### src/include/pdmd_pkg.sv
// package: constants for the power-down mode decoder
package pdmd_pkg;
	// -----------------------------------------------------------
	// register map (word index over the plain register port)
	// -----------------------------------------------------------
	localparam logic [3:0] PDMD_ADDR_CFG    = 4'h0;
	localparam logic [3:0] PDMD_ADDR_STATUS = 4'h1;
	// -----------------------------------------------------------
	// field positions inside the config word (bits 7:3)
	// -----------------------------------------------------------
	localparam int PDMD_BIT_DIGITAL  = 7;
	localparam int PDMD_BIT_PLL      = 6;
	localparam int PDMD_BIT_DAC      = 5;
	localparam int PDMD_BIT_INCLK    = 4;
	localparam int PDMD_BIT_FULLSEL  = 3;
	localparam logic [7:0] PDMD_CFG_MASK  = 8'hF8;
	localparam logic [7:0] PDMD_CFG_RESET = 8'h00;
	// status word positions
	localparam int PDMD_ST_DIGITAL = 0;
	localparam int PDMD_ST_DAC     = 1;
	localparam int PDMD_ST_INCLK   = 2;
	localparam int PDMD_ST_PLL     = 3;
	localparam int PDMD_ST_PIN     = 4;
	localparam int PDMD_ST_MODE_LO = 5;
	// synchroniser depth
	localparam int PDMD_SYNC_STAGES = 2;
	typedef enum logic [1:0] {
		PDMD_MODE_SOFTWARE,
		PDMD_MODE_FAST_RECOVERY,
		PDMD_MODE_FULL
	} pdmd_mode_e;
endpackage : pdmd_pkg

### src/include/pdmd_cfg_if.sv
// interface: software config bits passed from top to decoder
`timescale 1ns/1ps
interface pdmd_cfg_if;
	logic digital_powerdown_bit;
	logic pll_powerdown_bit;
	logic dac_powerdown_bit;
	logic input_clock_powerdown_bit;
	logic full_powerdown_select;
	modport src (
		output digital_powerdown_bit,
		output pll_powerdown_bit,
		output dac_powerdown_bit,
		output input_clock_powerdown_bit,
		output full_powerdown_select
	);
	modport dst (
		input digital_powerdown_bit,
		input pll_powerdown_bit,
		input dac_powerdown_bit,
		input input_clock_powerdown_bit,
		input full_powerdown_select
	);
endinterface : pdmd_cfg_if

### src/rtl/pdmd_top.sv
// top: power-down mode decoder with register port
// Contract
// - four separate software power-down bits
// - pin high ignores all but pll bit
// - pin low: outputs follow software bits
// - pin high, select clear: fast recovery
// - pin high, select set: full power-down
// - all power-down signals active high
// - fast recovery keeps dac and input clock up; pll follows its bit
//
// Local design decisions: the address-and-strobe port and the placing of the registers.
`timescale 1ns/1ps
module pdmd_top (
	input  wire logic       core_clk_in,
	input  wire logic       srst_in,
	input  wire logic       external_powerdown_pin_in,
	input  wire logic [3:0] reg_addr_in,
	input  wire logic [7:0] reg_wdata_in,
	input  wire logic       reg_wr_in,
	input  wire logic       reg_rd_in,
	output logic      [7:0] reg_rdata_out,
	output logic            digital_pd_out,
	output logic            dac_pd_out,
	output logic            input_clock_pd_out,
	output logic            pll_pd_out
);
	import pdmd_pkg::*;

	logic [7:0]  cfg_reg;
	logic [7:0]  rdata_reg;
	logic [7:0]  rdata_next;
	logic        pin_sync;
	logic        dig_d;
	logic        dac_d;
	logic        inclk_d;
	logic        pll_d;
	pdmd_mode_e  mode;
	logic        dig_reg;
	logic        dac_reg;
	logic        inclk_reg;
	logic        pll_reg;
	pdmd_cfg_if  cfg_bus ();

	// -----------------------------------------------------------
	// config register, reset to zero so device powers up active
	// -----------------------------------------------------------
	always_ff @(posedge core_clk_in) begin
		if (srst_in) begin
			cfg_reg <= PDMD_CFG_RESET;
		end else if (reg_wr_in && reg_addr_in == PDMD_ADDR_CFG) begin
			cfg_reg <= reg_wdata_in & PDMD_CFG_MASK;
		end
	end

	// four independent bits plus the full select, active high
	assign cfg_bus.digital_powerdown_bit     = cfg_reg[PDMD_BIT_DIGITAL];
	assign cfg_bus.pll_powerdown_bit         = cfg_reg[PDMD_BIT_PLL];
	assign cfg_bus.dac_powerdown_bit         = cfg_reg[PDMD_BIT_DAC];
	assign cfg_bus.input_clock_powerdown_bit = cfg_reg[PDMD_BIT_INCLK];
	assign cfg_bus.full_powerdown_select     = cfg_reg[PDMD_BIT_FULLSEL];

	// -----------------------------------------------------------
	// pin crossing and decode
	// -----------------------------------------------------------
	pdmd_sync u_sync (
		.core_clk_in (core_clk_in),
		.srst_in     (srst_in),
		.async_in    (external_powerdown_pin_in),
		.sync_out    (pin_sync)
	);

	pdmd_decode u_decode (
		.pin_sync_in    (pin_sync),
		.cfg            (cfg_bus),
		.mode_out       (mode),
		.digital_pd_out (dig_d),
		.dac_pd_out     (dac_d),
		.inclk_pd_out   (inclk_d),
		.pll_pd_out     (pll_d)
	);

	// -----------------------------------------------------------
	// registered outputs: glitch free enables to analog section
	// -----------------------------------------------------------
	always_ff @(posedge core_clk_in) begin
		if (srst_in) begin
			dig_reg   <= 1'b0;
			dac_reg   <= 1'b0;
			inclk_reg <= 1'b0;
			pll_reg   <= 1'b0;
		end else begin
			dig_reg   <= dig_d;
			dac_reg   <= dac_d;
			inclk_reg <= inclk_d;
			pll_reg   <= pll_d;
		end
	end
	assign digital_pd_out     = dig_reg;
	assign dac_pd_out         = dac_reg;
	assign input_clock_pd_out = inclk_reg;
	assign pll_pd_out         = pll_reg;

	// -----------------------------------------------------------
	// read mux; unmapped addresses return zero
	// -----------------------------------------------------------
	always_comb begin
		rdata_next = 8'h00;
		if (reg_rd_in) begin
			case (reg_addr_in)
				PDMD_ADDR_CFG: begin
					rdata_next = cfg_reg;
				end
				PDMD_ADDR_STATUS: begin
					rdata_next[PDMD_ST_DIGITAL] = dig_reg;
					rdata_next[PDMD_ST_DAC]     = dac_reg;
					rdata_next[PDMD_ST_INCLK]   = inclk_reg;
					rdata_next[PDMD_ST_PLL]     = pll_reg;
					rdata_next[PDMD_ST_PIN]     = pin_sync;
					rdata_next[PDMD_ST_MODE_LO +: 2] = mode;
				end
				default: begin
					rdata_next = 8'h00;
				end
			endcase
		end
	end

	// read data valid only in the cycle after the strobe
	always_ff @(posedge core_clk_in) begin
		if (srst_in) begin
			rdata_reg <= 8'h00;
		end else begin
			rdata_reg <= rdata_next;
		end
	end
	assign reg_rdata_out = rdata_reg;
endmodule : pdmd_top

### src/rtl/pdmd_sync.sv
// two flop synchroniser for the external power-down pin
`timescale 1ns/1ps
module pdmd_sync (
	input  wire logic core_clk_in,
	input  wire logic srst_in,
	input  wire logic async_in,
	output logic      sync_out
);
	import pdmd_pkg::*;
	logic meta_reg;
	logic sync_reg;
	// -----------------------------------------------------------
	// stage one feeds only stage two, to contain metastability
	// -----------------------------------------------------------
	always_ff @(posedge core_clk_in) begin
		if (srst_in) begin
			meta_reg <= 1'b0;
			sync_reg <= 1'b0;
		end else begin
			meta_reg <= async_in;
			sync_reg <= meta_reg;
		end
	end
	assign sync_out = sync_reg;
endmodule : pdmd_sync

### src/rtl/pdmd_decode.sv
// combinational mode decode of pin level and config bits
`timescale 1ns/1ps
module pdmd_decode (
	input  wire logic          pin_sync_in,
	pdmd_cfg_if.dst            cfg,
	output pdmd_pkg::pdmd_mode_e mode_out,
	output logic              digital_pd_out,
	output logic              dac_pd_out,
	output logic              inclk_pd_out,
	output logic              pll_pd_out
);
	import pdmd_pkg::*;
	// -----------------------------------------------------------
	// decode: pin high overrides the individual bits except the pll bit
	// -----------------------------------------------------------
	always_comb begin
		pll_pd_out = cfg.pll_powerdown_bit;
		if (!pin_sync_in) begin
			// software control, select bit is a don't care
			mode_out       = PDMD_MODE_SOFTWARE;
			digital_pd_out = cfg.digital_powerdown_bit;
			dac_pd_out     = cfg.dac_powerdown_bit;
			inclk_pd_out   = cfg.input_clock_powerdown_bit;
		end else if (!cfg.full_powerdown_select) begin
			// dac and clock input stay up for speed
			mode_out       = PDMD_MODE_FAST_RECOVERY;
			digital_pd_out = 1'b1;
			dac_pd_out     = 1'b0;
			inclk_pd_out   = 1'b0;
		end else begin
			mode_out       = PDMD_MODE_FULL;
			digital_pd_out = 1'b1;
			dac_pd_out     = 1'b1;
			inclk_pd_out   = 1'b1;
		end
	end
endmodule : pdmd_decode

### config.mk
export PLATFORM = sky130hd
export DESIGN_NAME = pdmd_top
export DESIGN_NICKNAME = d
export VERILOG_FILES = /design/src/include/pdmd_pkg.sv /design/src/include/pdmd_cfg_if.sv /design/src/rtl/pdmd_top.sv /design/src/rtl/pdmd_sync.sv /design/src/rtl/pdmd_decode.sv
export SDC_FILE = /design/constraint.sdc
export NUM_CORES = 1
export LEC_CHECK = 0
export BUFFER_PORTS_ARGS = -buffer_cell sky130_fd_sc_hd__buf_2
export CORE_MARGIN = 2
export CORE_UTILIZATION = 30
export CTS_CLUSTER_SIZE = 20
export DETAILED_ROUTE_END_ITERATION = 6
export PLACE_DENSITY = 0.56
export RECOVER_POWER = 50
export REMOVE_ABC_BUFFERS = 1
export SETUP_SLACK_MARGIN = 0.4
export SYNTH_ARGS = -nofsm -noshare
export SYNTH_HDL_FRONTEND = slang
export SYNTH_SLANG_ARGS = --single-unit
### constraint.sdc
create_clock -name core_clk_in -period 4.5 [get_ports core_clk_in]
set_clock_uncertainty 0.2 [all_clocks]
set_input_delay 0.675 -clock core_clk_in [delete_from_list [all_inputs] [get_ports core_clk_in]]
set_output_delay 0.675 -clock core_clk_in [all_outputs]
set_load 0.005 [all_outputs]
After elaboration in Yosys (flattened, before gate mapping)

Index checks and enable logic that the tools add are counted.

Equal/unequal tests: 1
Mux-type cells: 7
Bitwise operators: 2
Reductions and logical operators: 4

Operator list:

| kind               | count |
|---|---|
| $pmux 7 s2         | 1 |
| $eq 4x1->1 const B | 1 |
| $logic_not 4->1    | 1 |
| $mux 1             | 4 |
| $mux 2             | 2 |
| $reduce_or 3->1    | 1 |
| $not 1->1          | 2 |
| $reduce_or 2->1    | 1 |
| $logic_and 1x1->1  | 1 |

Register bits after elaboration: 19
Input port bits: 17
Word-level logic and storage cells: 23

Logic depth before layout (Yosys ltp)

Depth in word-level cells: 3
Gate-level depth with buffers: 3
Gate-level depth less buffers: 3

Modules after synthesis

A second synthesis with hierarchy kept.

Cells, all modules: 60
Area, all modules: 699.4 µm²

Modules (own cells, without submodules):

| module      | times used | cells each | area an instance (µm²) | sequential area each (µm²) |
|---|---|---|---|---|
| pdmd_top    | 1          | 50         | 590.6                  | 340.3 |
| pdmd_decode | 1          | 6          | 56.3                   | 0.0 |
| pdmd_sync   | 1          | 4          | 52.6                   | 40.0 |

Worst setup path before layout

OpenSTA, ideal clock, no wires.

Path type: in2reg
Start point: input port reg_addr_in[1]
End point: register cfg_reg[6]
Library setup time: 0.121 ns
Arrival: 1.726 ns
Required time: 4.179 ns
Setup slack: 2.452 ns
Stages: 3
Cell sequence: or3_4 > nor3b_4 > mux2_4

Word-level cells in the longest chain between the ends: 2

RTL lines:

| element              | RTL line       | RTL |
|---|---|---|
| start, declared      | pdmd_top.sv:17 | `input wire logic [3:0] reg_addr_in,` |
| $logic_not 4->1      | pdmd_top.sv:50 | `end else if (reg_wr_in && reg_addr_in == PDMD_ADDR_CFG) begin` |
| $logic_and 1x1->1    | pdmd_top.sv:50 |  |
| end signal, assigned | pdmd_top.sv:51 | `cfg_reg <= reg_wdata_in & PDMD_CFG_MASK;` |
| end, declared        | pdmd_top.sv:29 | `logic [7:0] cfg_reg;` |

No other way between the ends.
A chain may end at the register's enable or synchronous reset.

Final worst setup path

Same ends and word-level chain as after synthesis.

==> metrics.yaml <==
route:
  drcViolationCount: 0
  iteration_0_drc_count_of_the_detailed_router: 1
  wire_length_after_detailed_routing_um: 1140
  via_count_normalized_by_instance_count: 4.26
  vias: 503
  route.detailed.wl_per_inst_um: 9.64
  ant_nets: 0
  detail_route.first_pass.iterations: 2
clock_network:
  clk_transition_reported_paths_ns: 0.10
  clock_sinks: 19
  number_of_hold_repair_buffers_added_at_the_cts_stage: 0
  cts-htree-levels: 1
  clk_latency_ns: 0.28
  tritoncts_clock_tree: "done"
  total_cts_buffers: 3
  cts_root_buf: "sky130_fd_sc_hd__clkbuf_4"
  clk_path_buf_depth: 2
  post_cts_repair_resize_count: 0
  cts_setup_buffers: 0
run:
  cap_viol_max_count: 0
worst_setup_path:
  cp-startpoint: "reg_addr_in[1]"
  critical_path_maximum_fanout: 5
  worst_ep_arrival_time_ns: 1.88
  worst_r2r_endpoint: "cfg_reg[6]"
  start_kind: "input port"
  rr_startpoint: "cfg_reg[6]"
  setup_slack_reg_to_reg_ns: 3.46
  kind_of_critical_path: "input port to flip-flop"
  worst-endpoint-required_ns: 4.49
  crit_end: "cfg_reg[6]"
  worst_setup_path_end_kind: "flip-flop"
  ff2ff_path_depth: 2
run_status:
  outcome: "complete, no violations"
power:
  comb_power_share_pct: 6.4
  p_switching_w: 0.0000559
  p_int_w: 0.000214
  sw_frac_of_total_pct: 20.7
  irDropWorstVdd_uv: 151
  pwr-share-seq_pct: 63.4
  p_leak_nw: 0.376
  power.density_nw_per_um2: 310
  power_frac_clock_pct: 30.2
placed_design:
  detailedPlacementHpwl_um: 847
  numPlacedInstances: 114
  place.port_buffers: 25
  gpl.final_weighted_congestion: 0.666
die:
  design.core.area_um2: 2210
  design.die.area_um2: 2720
  rows: 17
  width_of_the_chip_um: 52.2
  top_level_pins: 29
  start_util_pct: 31.4
  die_height_um: 52.2
grt:
  first_global_vias: 434
  wire_length_of_the_first_global_routing_pass_um: 1750
  grt_antenna_before_repair: 0
  grt_remaining_overflow: 0
  grt_max_degree: 18
  grt_use_total_pct: 9.07
timing:
  fin_crit_ns: 1.90
  worst_slew_margin_rel_pct: 61.8
  max_slew.worst_pin.slew_ns: 0.572
  tns_ns: 0
  final-max-slew-violation-count: 0
  setup_repair_after_global_routing_missed_its_margin: "false"
  fmax_mhz: 527
  setup-violations-final: 0
  hold_violations: 0
  min_period_over_period_pct: 42.2
synthesis:
  syn_avg_cell_area_um2: 11.0
  synth.yosys.seq_area_share_pct: 54.7
  yosysUniqueCellTypes: 18
  postSynthRegisterBits: 19
  cell_area_synth_um2: 696
  synth_warnings: 0
  postSynthCellCount: 63
final_layout:
  multiInputGateArea_um2: 308
  layout-drive-gt1-share_pct: 34.4
  antenna_diode_count: 0
  final_nets: 108
  areaGrowthSynthToFinish_pct: 25.4
  finish.cell_count_without_fillers: 118
  largest_reg_flops: 8
  area.sequential_um2: 380
  layout.filler_cells: 235
worst_hold_path:
  worst_hold_path_type: "flip-flop to flip-flop"
==> how the worst min path moves through the flow <==
stage / from / endpoint / slack (ns) / cells past startpoint
global route: u_sync.meta_reg / u_sync.sync_out / 0.27 / 1
detailed placement: u_sync.meta_reg / u_sync.sync_out / 0.23 / 1
CTS: u_sync.meta_reg / u_sync.sync_out / 0.25 / 1
global placement: u_sync.meta_reg / u_sync.sync_out / 0.22 / 1
finish: u_sync.meta_reg / u_sync.sync_out / 0.25 / 1
floorplan: u_sync.meta_reg / u_sync.sync_out / 0.21 / 1
==> power by group through the flow <==
stage	combinational, W	clock (W)	sequential, W
finish	0.0000173	0.0000816	0.000171
global route	0.0000191	0.0000924	0.000172
CTS	0.0000177	0.0000843	0.000171
detailed placement	0.0000177	0	0.000175
global placement	0.0000173	0	0.000175
floorplan	0.00000776	0	0.000175
==> layout make-up <==
type / instances / area share [%]
sequential: 19 / 43.6
multi-input combinational: 42 / 35.3
timing repair buffer: 25 / 14.1
tap: 28 / 4.02
clock buffer: 4 / 3.01
==> layout by cell type (no fill, tap or decap) <==
cell type and count:
sky130_fd_sc_hd__or3b_4 1, sky130_fd_sc_hd__and2b_1 1, sky130_fd_sc_hd__mux2i_1 6, sky130_fd_sc_hd__nor2_1 4, sky130_fd_sc_hd__nand3b_1 1, sky130_fd_sc_hd__dfxtp_1 19
sky130_fd_sc_hd__nor2b_1 3, sky130_fd_sc_hd__a21oi_1 4, sky130_fd_sc_hd__clkbuf_4 3, sky130_fd_sc_hd__buf_2 23, sky130_fd_sc_hd__nand2_1 1, sky130_fd_sc_hd__clkbuf_1 3
sky130_fd_sc_hd__nand3_1 1, sky130_fd_sc_hd__nor3b_1 1, sky130_fd_sc_hd__or3_4 1, sky130_fd_sc_hd__mux2_4 1, sky130_fd_sc_hd__nor3b_4 1, sky130_fd_sc_hd__nand2b_1 12
sky130_fd_sc_hd__and3_1 3, sky130_fd_sc_hd__nor3b_2 1
==> per-layer routing <==
| layer | GRT usage [%] | vias to the layer above | routed length [µm] |
|---|---|---|---|
| li1 | - | 264 | - |
| met1 | 11.0 | 219 | 534 |
| met2 | 13.5 | 18 | 496 |
| met3 | 2.87 | 2 | 95 |
| met4 | 6.41 | 0 | 11 |
| met5 | 0 | - | 0 |
==> cells by family (layout without fill, tap and decap cells) <==
logic type             count (synthesis)  after routing  share of synthesized area (%)
AO/OA/AOI/OAI                          4              4                           2.88
buffers and inverters                  2             29                           1.08
flip-flops                            19             19                           54.7
multiplexers                           7              7                           10.8
AND/OR/NAND/NOR                       31             31                           30.6
==> cell usage after synthesis <==
| cell | number | area share (%) |
|---|---|---|
| sky130_fd_sc_hd__a21oi_1 | 4 | 2.9 |
| sky130_fd_sc_hd__and2b_1 | 1 | 1.1 |
| sky130_fd_sc_hd__and3_1 | 3 | 2.7 |
| sky130_fd_sc_hd__clkbuf_1 | 2 | 1.1 |
| sky130_fd_sc_hd__dfxtp_1 | 19 | 55 |
| sky130_fd_sc_hd__mux2_4 | 1 | 2.2 |
| sky130_fd_sc_hd__mux2i_1 | 6 | 8.6 |
| sky130_fd_sc_hd__nand2_1 | 1 | 0.54 |
| sky130_fd_sc_hd__nand2b_1 | 12 | 11 |
| sky130_fd_sc_hd__nand3_1 | 1 | 0.72 |
| sky130_fd_sc_hd__nand3b_1 | 1 | 1.1 |
| sky130_fd_sc_hd__nor2_1 | 4 | 2.2 |
| sky130_fd_sc_hd__nor2b_1 | 3 | 2.7 |
| sky130_fd_sc_hd__nor3b_1 | 1 | 1.1 |
| sky130_fd_sc_hd__nor3b_2 | 1 | 1.8 |
| sky130_fd_sc_hd__nor3b_4 | 1 | 2.7 |
| sky130_fd_sc_hd__or3_4 | 1 | 1.6 |
| sky130_fd_sc_hd__or3b_4 | 1 | 1.6 |
==> metrics by stage <==
stage                     area (µm²)  hold slack (ns)  power, W  worst slack (ns)  utilization, %
after floorplan                  688            0.214  0.000183              2.45               -
after CTS                        875            0.254  0.000273              2.59            39.5
final                            872            0.247  0.000270              2.60            39.4
after global routing             872            0.275  0.000283              2.54            39.4
after detailed placement         848            0.230  0.000193              2.28            38.3
after global placement           848            0.223  0.000193              2.29            38.3
==> critical path, stage by stage <==
cell and delay (ns):
sky130_fd_sc_hd__buf_2 0.09, sky130_fd_sc_hd__or3_4 0.41, sky130_fd_sc_hd__nor3b_4 0.38, sky130_fd_sc_hd__mux2_4 0.33
No activity file was read; power rests on OpenSTA's default activity.
